$ cat config.mk
export PLATFORM = sky130hd
export DESIGN_NAME = fsel_top
export DESIGN_NICKNAME = d
export VERILOG_FILES = /design/src/fsel_pkg.sv /design/src/fsel_log_mem.sv /design/src/fsel_sync.sv /design/src/fsel_top.sv
export SDC_FILE = /design/constraint.sdc
export NUM_CORES = 2
export LEC_CHECK = 0
export BUFFER_PORTS_ARGS = -buffer_cell sky130_fd_sc_hd__buf_4
export CORE_MARGIN = 4
export CORE_UTILIZATION = 35
export CTS_BUF_LIST = sky130_fd_sc_hd__clkbuf_8 sky130_fd_sc_hd__clkbuf_16
export DETAILED_ROUTE_END_ITERATION = 10
export PLACE_DENSITY = 0.54
export SYNTH_ARGS = -nofsm -noshare
export SYNTH_HDL_FRONTEND = slang
export SYNTH_HIERARCHICAL = 1
export SYNTH_SLANG_ARGS = --single-unit
$ cat constraint.sdc
create_clock -name pclk -period 17.7 [get_ports pclk]
set_input_delay 0.885 -clock pclk [delete_from_list [all_inputs] [get_ports pclk]]
set_output_delay 0.885 -clock pclk [all_outputs]
set_load 0.01 [all_outputs]
$ cat src/fsel_pkg.sv
// Constants, register map and helper functions of the fault status event logger
// Summary of operation
// RULE_01: Each fault category keeps only its first ten status changes, in slots zero to nine; common equipment keeps eight, in slots two to nine, until a clear.
// RULE_02: Every stored change carries the time and date at which it happened.
// RULE_03: One clear command empties every slot of every category at once.
// RULE_04: A power-on reset empties the whole log.
// RULE_05: At power-up the saved last-known time is logged as common-equipment slot zero.
// RULE_06: At power-up the power-up time is logged as common-equipment slot one.
// RULE_07: Entries fill in time order from slot zero, and changes after slot nine are dropped.
// RULE_08: A slot that holds no entry reads back as no fault.
// RULE_09: While the selected transmit clock activity alarm is on, transmit timing uses the internal clock.
// RULE_10: Transmit and receive interface groups are reported only when the overhead unit is fitted.
// RULE_11: The modulator group holds seven flags.
// RULE_12: The demodulator group holds eight flags.
// RULE_13: The common equipment group holds battery, three rails, controller and interface flags.
// RULE_14: The receive interface group holds five flags.
// RULE_15: The transmit interface group holds a clock loop flag and a clock activity flag.
// RULE_16: Each reported flag reads as a plus sign when present and a minus sign when absent.
// RULE_17: A change is any flag of a group differing from its last sample, and the whole group is logged.
package fsel_pkg;

  // ****************************************
  // Sizes
  // ****************************************
  localparam int unsigned NUM_CAT     = 5;
  localparam int unsigned NUM_SLOTS   = 10;
  localparam int unsigned FLAG_W      = 8;
  localparam int unsigned TIME_W      = 32;
  localparam int unsigned ENTRY_W     = FLAG_W + TIME_W;
  localparam int unsigned CAT_W       = 3;
  localparam int unsigned SLOT_W      = 4;
  localparam int unsigned ADDR_W      = CAT_W + SLOT_W;
  localparam int unsigned MEM_DEPTH   = 80;
  localparam int unsigned MOD_W       = 7;
  localparam int unsigned DMD_W       = 8;
  localparam int unsigned CEQ_W       = 6;
  localparam int unsigned TXI_W       = 2;
  localparam int unsigned RXI_W       = 5;

  // ****************************************
  // Categories and flag positions
  // ****************************************
  localparam logic [2:0] CAT_MOD = 3'h0;
  localparam logic [2:0] CAT_DMD = 3'h1;
  localparam logic [2:0] CAT_CEQ = 3'h2;
  localparam logic [2:0] CAT_TXI = 3'h3;
  localparam logic [2:0] CAT_RXI = 3'h4;
  localparam int unsigned TXI_PLL_BIT     = 0;
  localparam int unsigned TXI_CLK_ACT_BIT = 1;
  localparam logic [3:0] SLOT_PWR_DOWN = 4'h0;
  localparam logic [3:0] SLOT_PWR_UP   = 4'h1;
  localparam logic [3:0] SLOT_LIMIT    = 4'ha;

  // ****************************************
  // Register map (byte addresses)
  // ****************************************
  localparam logic [7:0] REG_CTRL      = 8'h00;
  localparam logic [7:0] REG_IRQ_STAT  = 8'h04;
  localparam logic [7:0] REG_IRQ_MASK  = 8'h08;
  localparam logic [7:0] REG_LIVE_A    = 8'h0c;
  localparam logic [7:0] REG_LIVE_B    = 8'h10;
  localparam logic [7:0] REG_TEXT_SEL  = 8'h14;
  localparam logic [7:0] REG_TEXT_LO   = 8'h18;
  localparam logic [7:0] REG_TEXT_HI   = 8'h1c;
  localparam logic [7:0] REG_LOG_SEL   = 8'h20;
  localparam logic [7:0] REG_LOG_TIME  = 8'h24;
  localparam logic [7:0] REG_LOG_FLAGS = 8'h28;
  localparam logic [7:0] REG_LOG_COUNT = 8'h2c;

  localparam int unsigned CTRL_CLEAR_BIT   = 0;
  localparam int unsigned LIVE_DMD_LSB     = 8;
  localparam int unsigned LIVE_CEQ_LSB     = 16;
  localparam int unsigned LIVE_RXI_LSB     = 8;
  localparam int unsigned LIVE_FITTED_BIT  = 16;
  localparam int unsigned LIVE_INTCLK_BIT  = 17;
  localparam int unsigned LOG_CAT_LSB      = 8;
  localparam int unsigned LOG_VALID_BIT    = 31;
  localparam int unsigned IRQ_W            = 7;
  localparam int unsigned IRQ_FULL_BIT     = 5;
  localparam int unsigned IRQ_FALLBACK_BIT = 6;
  localparam logic [6:0]  IRQ_MASK_RST     = 7'h00;

  localparam logic [7:0] CHAR_PLUS  = 8'h2b;
  localparam logic [7:0] CHAR_MINUS = 8'h2d;
  localparam logic [7:0] CHAR_SPACE = 8'h20;

  typedef enum logic [1:0] {
    ST_PWR_DOWN = 2'b00,
    ST_PWR_UP   = 2'b01,
    ST_RUN      = 2'b10
  } fsel_state_t;

  // Memory address of a category slot
  function automatic logic [ADDR_W-1:0] fsel_addr(input logic [CAT_W-1:0]  cat,
                                                  input logic [SLOT_W-1:0] slot);
    fsel_addr = {cat, slot};
  endfunction : fsel_addr

  // Displayed character of one flag position
  function automatic logic [7:0] fsel_flag_char(input logic [FLAG_W-1:0] flags,
                                                input logic [3:0]        width,
                                                input int unsigned       pos);
    if (pos >= int'(width)) fsel_flag_char = CHAR_SPACE;
    else if (flags[pos]) fsel_flag_char = CHAR_PLUS;
    else fsel_flag_char = CHAR_MINUS;
  endfunction : fsel_flag_char

endpackage : fsel_pkg

$ cat src/fsel_log_mem.sv
// Stored fault log memory: one write port, one read port with registered data
`timescale 1ns/1ps
module fsel_log_mem
  import fsel_pkg::*;
(
  input  wire logic               pclk,
  input  wire logic               we,
  input  wire logic [ADDR_W-1:0]  waddr,
  input  wire logic [ENTRY_W-1:0] wdata,
  input  wire logic [ADDR_W-1:0]  raddr,
  output logic      [ENTRY_W-1:0] rdata
);

  logic [ENTRY_W-1:0] mem [MEM_DEPTH];

  always_ff @(posedge pclk) begin
    if (we) mem[waddr] <= wdata;
  end

  always_ff @(posedge pclk) begin
    rdata <= mem[raddr];
  end

endmodule : fsel_log_mem

$ cat src/fsel_sync.sv
// Two-stage synchroniser for asynchronous fault inputs
`timescale 1ns/1ps
module fsel_sync #(
  parameter int unsigned W = 1
) (
  input  wire logic         pclk,
  input  wire logic         presetn,
  input  wire logic [W-1:0] d,
  output logic      [W-1:0] q
);

  logic [W-1:0] meta_r;

  always_ff @(posedge pclk or negedge presetn) begin
    if (!presetn) begin
      meta_r <= '0;
      q      <= '0;
    end else begin
      meta_r <= d;
      q      <= meta_r;
    end
  end

endmodule : fsel_sync

$ cat src/fsel_top.sv
// Fault status event logger with APB register access
`timescale 1ns/1ps
module fsel_top
  import fsel_pkg::*;
(
  input  wire logic              pclk,
  input  wire logic              presetn,
  input  wire logic              psel,
  input  wire logic              penable,
  input  wire logic              pwrite,
  input  wire logic [7:0]        paddr,
  input  wire logic [31:0]       pwdata,
  output logic      [31:0]       prdata,
  output logic                   pready,
  output logic                   pslverr,
  input  wire logic [MOD_W-1:0]  mod_fault_in,
  input  wire logic [DMD_W-1:0]  dmd_fault_in,
  input  wire logic [CEQ_W-1:0]  common_equipment_fault_in,
  input  wire logic [TXI_W-1:0]  transmit_interface_fault_in,
  input  wire logic [RXI_W-1:0]  receive_interface_fault_in,
  input  wire logic              ovh_unit_fitted,
  input  wire logic [TIME_W-1:0] rtc_time_date,
  input  wire logic [TIME_W-1:0] nv_last_time,
  output logic      [TIME_W-1:0] nv_time_store,
  output logic                   tx_timing_internal,
  output logic                   irq
);

  // ****************************************
  // Input synchronisers
  // ****************************************
  logic [MOD_W-1:0] mod_s;
  logic [DMD_W-1:0] dmd_s;
  logic [CEQ_W-1:0] ceq_s;
  logic [TXI_W-1:0] txi_s;
  logic [RXI_W-1:0] rxi_s;
  logic             fitted_s;

  fsel_sync #(.W(MOD_W)) u_sync_mod (.pclk(pclk), .presetn(presetn), .d(mod_fault_in), .q(mod_s));
  fsel_sync #(.W(DMD_W)) u_sync_dmd (.pclk(pclk), .presetn(presetn), .d(dmd_fault_in), .q(dmd_s));
  fsel_sync #(.W(CEQ_W)) u_sync_ceq (.pclk(pclk), .presetn(presetn),
                                     .d(common_equipment_fault_in), .q(ceq_s));
  fsel_sync #(.W(TXI_W)) u_sync_txi (.pclk(pclk), .presetn(presetn),
                                     .d(transmit_interface_fault_in), .q(txi_s));
  fsel_sync #(.W(RXI_W)) u_sync_rxi (.pclk(pclk), .presetn(presetn),
                                     .d(receive_interface_fault_in), .q(rxi_s));
  fsel_sync #(.W(1)) u_sync_fit (.pclk(pclk), .presetn(presetn),
                                 .d(ovh_unit_fitted), .q(fitted_s));

  // ****************************************
  // Fault groups
  // ****************************************
  logic [FLAG_W-1:0] grp_now [NUM_CAT];
  logic [3:0]        grp_width [NUM_CAT];

  always_comb begin
    grp_now[CAT_MOD] = FLAG_W'(mod_s);                            // RULE_11
    grp_now[CAT_DMD] = FLAG_W'(dmd_s);                            // RULE_12
    grp_now[CAT_CEQ] = FLAG_W'(ceq_s);                            // RULE_13
    grp_now[CAT_TXI] = fitted_s ? FLAG_W'(txi_s) : '0;            // RULE_15 RULE_10
    grp_now[CAT_RXI] = fitted_s ? FLAG_W'(rxi_s) : '0;            // RULE_14 RULE_10
    grp_width[CAT_MOD] = 4'(MOD_W);
    grp_width[CAT_DMD] = 4'(DMD_W);
    grp_width[CAT_CEQ] = 4'(CEQ_W);
    grp_width[CAT_TXI] = fitted_s ? 4'(TXI_W) : 4'h0;             // RULE_10
    grp_width[CAT_RXI] = fitted_s ? 4'(RXI_W) : 4'h0;             // RULE_10
  end

  // ****************************************
  // Change detection and pending snapshots
  // ****************************************
  logic [FLAG_W-1:0] prev_r  [NUM_CAT];
  logic [FLAG_W-1:0] snap_r  [NUM_CAT];
  logic [TIME_W-1:0] stamp_r [NUM_CAT];
  logic [NUM_CAT-1:0] chg;
  logic [NUM_CAT-1:0] pend_r;
  logic [NUM_CAT-1:0] served;
  logic               clear_cmd;
  fsel_state_t        state_r;

  always_comb begin
    for (int c = 0; c < NUM_CAT; c++) begin
      chg[c] = (grp_now[c] != prev_r[c]);                         // RULE_17
    end
  end

  always_ff @(posedge pclk or negedge presetn) begin
    if (!presetn) begin
      for (int c = 0; c < NUM_CAT; c++) begin
        prev_r[c]  <= '0;
        snap_r[c]  <= '0;
        stamp_r[c] <= '0;
      end
    end else begin
      for (int c = 0; c < NUM_CAT; c++) begin
        prev_r[c] <= grp_now[c];
        if (chg[c]) begin
          snap_r[c]  <= grp_now[c];                               // RULE_17
          stamp_r[c] <= rtc_time_date;                            // RULE_02
        end
      end
    end
  end

  // New change wins over the service of an older one
  always_ff @(posedge pclk or negedge presetn) begin
    if (!presetn) pend_r <= '0;
    else if (clear_cmd) pend_r <= chg;
    else pend_r <= (pend_r & ~served) | chg;                      // RULE_17
  end

  // ****************************************
  // Log writer and power-up sequence
  // ****************************************
  logic [SLOT_W-1:0]  cnt_r [NUM_CAT];
  logic [NUM_CAT*NUM_SLOTS-1:0] valid_r;
  logic [CAT_W-1:0]   wcat;
  logic               wany;
  logic               wfull;
  logic               mem_we;
  logic [ADDR_W-1:0]  mem_waddr;
  logic [ENTRY_W-1:0] mem_wdata;

  always_comb begin
    wcat = '0;
    wany = 1'b0;
    for (int c = NUM_CAT - 1; c >= 0; c--) begin
      if (pend_r[c]) begin
        wcat = CAT_W'(c);
        wany = 1'b1;
      end
    end
  end

  always_comb begin
    served    = '0;
    mem_we    = 1'b0;
    wfull     = 1'b0;
    mem_waddr = fsel_addr(wcat, cnt_r[wcat]);
    mem_wdata = {snap_r[wcat], stamp_r[wcat]};
    case (state_r)
      ST_PWR_DOWN: begin
        mem_we    = 1'b1;
        mem_waddr = fsel_addr(CAT_CEQ, SLOT_PWR_DOWN);            // RULE_05
        mem_wdata = {grp_now[CAT_CEQ], nv_last_time};             // RULE_05
      end
      ST_PWR_UP: begin
        mem_we    = 1'b1;
        mem_waddr = fsel_addr(CAT_CEQ, SLOT_PWR_UP);              // RULE_06
        mem_wdata = {grp_now[CAT_CEQ], rtc_time_date};            // RULE_06
      end
      ST_RUN: begin
        if (wany && !clear_cmd) begin
          served[wcat] = 1'b1;
          mem_we = (cnt_r[wcat] < SLOT_LIMIT);                    // RULE_01 RULE_07
          wfull  = !mem_we;                                       // RULE_07
        end
      end
      default: begin
        mem_we = 1'b0;
      end
    endcase
  end

  always_ff @(posedge pclk or negedge presetn) begin
    if (!presetn) state_r <= ST_PWR_DOWN;
    else begin
      case (state_r)
        ST_PWR_DOWN: state_r <= ST_PWR_UP;
        ST_PWR_UP:   state_r <= ST_RUN;
        ST_RUN:      state_r <= ST_RUN;
        default:     state_r <= ST_PWR_DOWN;
      endcase
    end
  end

  // Counts and valid bits; clear empties everything in one cycle
  always_ff @(posedge pclk or negedge presetn) begin
    if (!presetn) begin
      valid_r <= '0;                                              // RULE_04
      for (int c = 0; c < NUM_CAT; c++) cnt_r[c] <= '0;
    end else if (clear_cmd) begin
      valid_r <= '0;                                              // RULE_03
      for (int c = 0; c < NUM_CAT; c++) cnt_r[c] <= '0;
    end else if (mem_we) begin
      valid_r[int'(mem_waddr[ADDR_W-1:SLOT_W]) * NUM_SLOTS + int'(mem_waddr[SLOT_W-1:0])] <= 1'b1;
      cnt_r[mem_waddr[ADDR_W-1:SLOT_W]] <= mem_waddr[SLOT_W-1:0] + 4'h1;  // RULE_07
    end
  end

  logic [CAT_W-1:0]   log_cat_r;
  logic [SLOT_W-1:0]  log_slot_r;
  logic [ENTRY_W-1:0] mem_rdata;

  fsel_log_mem u_mem (
    .pclk  (pclk),
    .we    (mem_we),
    .waddr (mem_waddr),
    .wdata (mem_wdata),
    .raddr (fsel_addr(log_cat_r, log_slot_r)),
    .rdata (mem_rdata)
  );

  // ****************************************
  // Transmit clock fallback and NV time
  // ****************************************
  always_ff @(posedge pclk or negedge presetn) begin
    if (!presetn) begin
      tx_timing_internal <= 1'b0;
      nv_time_store      <= '0;
    end else begin
      tx_timing_internal <= grp_now[CAT_TXI][TXI_CLK_ACT_BIT];    // RULE_09
      nv_time_store      <= rtc_time_date;                        // RULE_05
    end
  end

  // ****************************************
  // APB slave
  // ****************************************
  logic                  acc;
  logic                  wr_ok;
  logic                  hit;
  logic [31:0]           rd_nxt;
  logic [IRQ_W-1:0]      irq_stat_r;
  logic [IRQ_W-1:0]      irq_mask_r;
  logic [CAT_W-1:0]      text_sel_r;
  logic [IRQ_W-1:0]      irq_ev;
  logic                  log_ok;
  logic [3:0]            tw;

  assign acc       = psel && penable && !pready;
  assign wr_ok     = psel && penable && pready && pwrite && !pslverr;
  assign clear_cmd = wr_ok && (paddr == REG_CTRL) && pwdata[CTRL_CLEAR_BIT];  // RULE_03
  assign log_ok    = (log_cat_r < CAT_W'(NUM_CAT)) && (log_slot_r < SLOT_LIMIT) &&
                     valid_r[int'(log_cat_r) * NUM_SLOTS + int'(log_slot_r)];
  assign tw        = (text_sel_r < CAT_W'(NUM_CAT)) ? grp_width[text_sel_r] : 4'h0;

  always_comb begin
    hit    = 1'b1;
    rd_nxt = '0;
    case (paddr)
      REG_CTRL:     rd_nxt = '0;
      REG_IRQ_STAT: rd_nxt = 32'(irq_stat_r);
      REG_IRQ_MASK: rd_nxt = 32'(irq_mask_r);
      REG_LIVE_A:   rd_nxt = 32'(grp_now[CAT_MOD]) | (32'(grp_now[CAT_DMD]) << LIVE_DMD_LSB) |
                             (32'(grp_now[CAT_CEQ]) << LIVE_CEQ_LSB);
      REG_LIVE_B: begin
        rd_nxt = 32'(grp_now[CAT_TXI]) | (32'(grp_now[CAT_RXI]) << LIVE_RXI_LSB);
        rd_nxt[LIVE_FITTED_BIT] = fitted_s;
        rd_nxt[LIVE_INTCLK_BIT] = tx_timing_internal;
      end
      REG_TEXT_SEL: rd_nxt = 32'(text_sel_r);
      REG_TEXT_LO: begin
        for (int i = 0; i < 4; i++)
          rd_nxt[i*8 +: 8] = fsel_flag_char(grp_now[text_sel_r], tw, i);       // RULE_16
      end
      REG_TEXT_HI: begin
        for (int i = 0; i < 4; i++)
          rd_nxt[i*8 +: 8] = fsel_flag_char(grp_now[text_sel_r], tw, i + 4);   // RULE_16
      end
      REG_LOG_SEL:  rd_nxt = 32'(log_slot_r) | (32'(log_cat_r) << LOG_CAT_LSB);
      REG_LOG_TIME: rd_nxt = log_ok ? mem_rdata[TIME_W-1:0] : '0;              // RULE_08
      REG_LOG_FLAGS: begin
        rd_nxt = log_ok ? 32'(mem_rdata[ENTRY_W-1:TIME_W]) : '0;               // RULE_08
        rd_nxt[LOG_VALID_BIT] = log_ok;
      end
      REG_LOG_COUNT: begin
        for (int c = 0; c < NUM_CAT; c++) rd_nxt[c*SLOT_W +: SLOT_W] = cnt_r[c];
      end
      default:      hit = 1'b0;
    endcase
  end

  always_ff @(posedge pclk or negedge presetn) begin
    if (!presetn) begin
      pready  <= 1'b0;
      pslverr <= 1'b0;
      prdata  <= '0;
    end else begin
      pready  <= acc;
      pslverr <= acc && !hit;
      prdata  <= (acc && !pwrite && hit) ? rd_nxt : '0;
    end
  end

  always_ff @(posedge pclk or negedge presetn) begin
    if (!presetn) begin
      irq_mask_r <= IRQ_MASK_RST;
      text_sel_r <= '0;
      log_cat_r  <= '0;
      log_slot_r <= '0;
    end else if (wr_ok) begin
      if (paddr == REG_IRQ_MASK) irq_mask_r <= pwdata[IRQ_W-1:0];
      if (paddr == REG_TEXT_SEL) text_sel_r <= pwdata[CAT_W-1:0];
      if (paddr == REG_LOG_SEL) begin
        log_slot_r <= pwdata[SLOT_W-1:0];
        log_cat_r  <= pwdata[LOG_CAT_LSB +: CAT_W];
      end
    end
  end

  // ****************************************
  // Interrupts
  // ****************************************
  always_comb begin
    irq_ev = '0;
    if (mem_we && state_r == ST_RUN) irq_ev[mem_waddr[ADDR_W-1:SLOT_W]] = 1'b1;
    irq_ev[IRQ_FULL_BIT]     = wfull;
    irq_ev[IRQ_FALLBACK_BIT] = grp_now[CAT_TXI][TXI_CLK_ACT_BIT] && !tx_timing_internal;
  end

  always_ff @(posedge pclk or negedge presetn) begin
    if (!presetn) irq_stat_r <= '0;
    else if (wr_ok && paddr == REG_IRQ_STAT) irq_stat_r <= (irq_stat_r & ~pwdata[IRQ_W-1:0]) | irq_ev;
    else irq_stat_r <= irq_stat_r | irq_ev;
  end

  always_ff @(posedge pclk or negedge presetn) begin
    if (!presetn) irq <= 1'b0;
    else irq <= |(irq_stat_r & irq_mask_r);
  end
endmodule : fsel_top

==> parameters.txt <==
Parameter                              Value

Synth
  Number of different library cells in the post-synthesis netlist    between 90 and 100
  Netlist Area Pre-Place    about 140,000 µm²
  Mapped Cells    roughly 7,000
  Synthesis warning total    6
  Number of synthesized register bits    between 3,000 and 4,000
  Library cell with the largest summed area after synthesis    edfxtp_1
  Share of synthesized flip-flops with an asynchronous set or reset    0.120
  Biggest area contributors in the synthesized netlist    edfxtp_1 67%, mux4_2 12%, dfrtp_1 7.8%
  Primary flip-flop cell chosen by synthesis mapping    edfxtp_1
  Area share of the largest cell type after synthesis    0.674
  Number of nets in the synthesized netlist    6,974
  Avg Synthesized Cell Area    between 20 and 25 µm²
  Post-synth EDFFs    approximately 3,200
  Sequential area share after synthesis    0.758

CTS
  H-tree levels    5
  Clock input transition at the sequential cells of the worst setup and hold paths    0.06 ns
  Cts bufs inserted    388
  TritonCTS clock tree    built
  Root buffer cell    clkbuf_16
  Insertion delay of the later-clocked pin in the worst-skew pair    approximately 0.95 ns
  Max Root-Sink Buffers    4
  Total clock sinks    3,682

Cells and area
  Post-layout instance count excluding filler cells    13,000
  Area taken by multi-input logic gates    around 34,000 µm²
  Final Core Density    0.406
  Most frequent standard cell in the layout excluding fill and tap cells    edfxtp_1
  FF/Latch Area    approximately 110,000 µm²
  Signed area change from the synthesized netlist to the final layout    15.6%
  Share of post-route cells with drive strength above 1    0.294
  Most frequent cells in the layout    3,200 x edfxtp_1, 790 x mux4_2, 435 x dfrtp_1, 417 x buf_4, 395 x clkbuf_16
  Filler Cells Inserted    roughly 36,000
  Layout Nets    7,437

Critical path
  Critical Path Fanout Max    26
  Kind of capture point of the worst setup path    flip-flop
  Arrival time of the worst setup path    between 6 and 7 ns
  Required time worst endpoint    roughly 18 ns
  CP startpoint kind    flip-flop
  Worst setup path class    flip-flop to flip-flop

Route
  Violation count after the first detailed-routing iteration    about 9,000
  Total length of routed wires    411 mm
  Post-detailed-route count of antenna-violating nets    0
  Per-cell via count in the routed design    5.58
  Routed length per placed instance    around 31 µm
  Total number of vias    72,800
  First drt pass iteration count    8
  Remaining design rule violation count    0

Placement
  Cell total after placement    12,300
  Routability Congestion    roughly 0.89
  Final HPWL DP    ~230 mm
  Port buffer count    183

STA
  Final Hold Fails    0
  Headroom to the max-slew limit    0.0720
  Clock skew    between 0.05 and 0.06 ns
  Total negative slack    0 ns
  Total of endpoints with negative setup slack in the final report    0
  Shortest period the worst path allows    roughly 6.2 ns
  Maximum clock rate    between 150 and 200 MHz
  Slew at the pin closest to its max-slew limit    roughly 1.4 ns
  Number of max-slew violations in the final report    0
  Share of the cycle needed by the critical path after routing    0.350
  RSZ-0062 raised after global routing    no

Die
  Core Rows    234
  Ports placed on the boundary    around 200
  Total die area    417,000 µm²
  Die span in y    646 µm
  Die width    roughly 650 µm
  Starting density of the core    0.351
  Core outline area    406,000 µm²

GRT
  Initial antenna violation count    28
  Met1 capacity usage during global routing    0.269
  Maximum number of pins on one net before global-route repair    between 100 and 150
  GRT Residual Overflow    0
  Busiest layer in global routing    met2
  Global-route track usage on met2    0.309
  Overall routing resource usage    0.193
  First-pass GRT wire length    around 570 mm
  Via count of the first global-routing pass    roughly 74,000
  Global-route track usage on met3    0.0358

Power
  Worst vdd rail ir drop    between 0.08 and 0.09 mV
  Standby leakage power    between 50 and 60 nW
  PwrDens    ~120 nW/µm²
  Overall Power    19.0 mW

Min path
  Tightest Hold Check Type    input pin to flip-flop

Run status
  Outcome    finished, final reports clean

Job
  Max Cap Violations    0
sequential cells by signal, summed over array words and instances, names as in the netlist, 6 cells and up:
signal,count
u_sync_dmd/meta_r,8
u_sync_ceq/meta_r,6
u_sync_dmd/q,8
irq_mask_r,7
u_sync_mod/q,7
u_sync_ceq/q,6
u_sync_mod/meta_r,7
prdata,32
prev_r,28
cnt_r,20
u_mem/mem,3200
u_mem/rdata,40
irq_stat_r,7
snap_r,28
stamp_r,160
valid_r,50
nv_time_store,32
layout make-up:
type	instances	area share
Sequential cell	3682	0.656
Multi-Input combinational cell	2736	0.205
Tap cell	5428	0.0412
Clock buffer	412	0.0615
Inverter	22	0.000517
Antenna cell	20	0.000304
Clock inverter	295	0.0139
Timing Repair Buffer	451	0.0216
power breakdown:
part	internal, mW	switching [mW]	total [mW]
registers	9.82	0.116	9.93
clock network	4.53	3.37	7.90
logic	0.279	0.850	1.13
total	14.6	4.33	19.0
path summary, 6_finish.rpt:
path,from,slack (ns),to,cells after the start
worst max register to register,state_r[1]$_DFF_PN0_,11.50,u_mem/mem[56][29]$_DFFE_PP_,13
max in group asynchronous,presetn,14.95,nv_time_store[22]$_DFF_PN0_,4
worst max-delay path,state_r[1]$_DFF_PN0_,11.50,u_mem/mem[56][29]$_DFFE_PP_,13
worst min register to register,u_sync_dmd/meta_r[2]$_DFF_PN0_,0.34,u_sync_dmd/q[2]$_DFF_PN0_,0
min in group asynchronous,presetn,0.52,u_sync_txi/meta_r[0]$_DFF_PN0_,2
worst min-delay path,common_equipment_fault_in[5],0.08,u_sync_ceq/meta_r[5]$_DFF_PN0_,1
worst max-delay path: stages, from the launching register on:
cell	delay (ns)
dfrtp_1	0.40
inv_1	0.08
ha_1	0.85
buf_4	0.41
nor2_1	0.07
buf_4	0.24
o21ai_1	0.30
nor2_1	0.37
a221oi_2	0.32
buf_4	0.33
nor2b_1	0.32
nand2_1	0.65
nor2_4	0.78
buf_4	0.58
cells in the mapped netlist, types with 8 or more instances:
library cell  number
buf_4             37
nand2_1          157
xnor2_1           13
xor2_1            20
and2_0             9
edfxtp_1        3200
a211oi_1          41
mux2_2           246
nand3_1           53
a221o_1           19
mux2i_1          309
or2_2             13
a22oi_1           32
and2_1             8
nor2b_1           44
clkbuf_1         170
nand2b_1          20
a21oi_1          111
nor3_1            25
inv_1             20
o22a_1            26
ha_1              17
o41ai_1           12
a221oi_1          66
a22o_1            61
nand4_1           11
buf_2            113
dfrtp_1          442
nor2_1           187
o21ai_0          139
o21ai_1           17
o221ai_1          33
a221oi_2          16
dfxtp_1           40
and3_1            20
o22ai_1           40
buf_1             48
buf_6             10
mux4_2           790
a222oi_1          43
logic make-up (layout without fill, tap and decap cells):
kind of cell	count (synthesis)	count (layout)	synth area share
DFF	3682	3682	0.758
muxes	1345	1345	0.166
AOI/OAI and AO/OA	736	736	0.0386
and+or+nand+nor	603	603	0.0209
buffers and inverters	400	1180	0.0130
xor gates and xnor gates	34	34	0.00214
adders and majority gates	18	18	0.00163
other	0	20	0
what timing repair did:
action,in CTS,in global routing
setup buffers,0,0
endpoints found under the setup margin,0,0
hold buffers,25,0
hold endpoints to repair,109,0
gates resized for setup,0,0
per-layer routing:
metal  wire length, µm  vias up  part of all wire
met4             13300        8             0.032
li1                  -    29400                 -
met3             30600      564             0.074
met5                54        -           0.00013
met2            195000     2990              0.47
met1            172000    39800              0.42
stage by stage:
stage                     instance area, µm²  setup WS, ns  hold slack [ns]
after floorplan                       142000         11.78            0.331
after global placement                152000         11.71            0.336
after detailed placement              152000         11.65            0.335
after CTS                             165000         11.61         0.000527
after global routing                  165000         11.27           0.0396
final                                 165000         11.50           0.0830
Power figures use the tool's default switching activity.
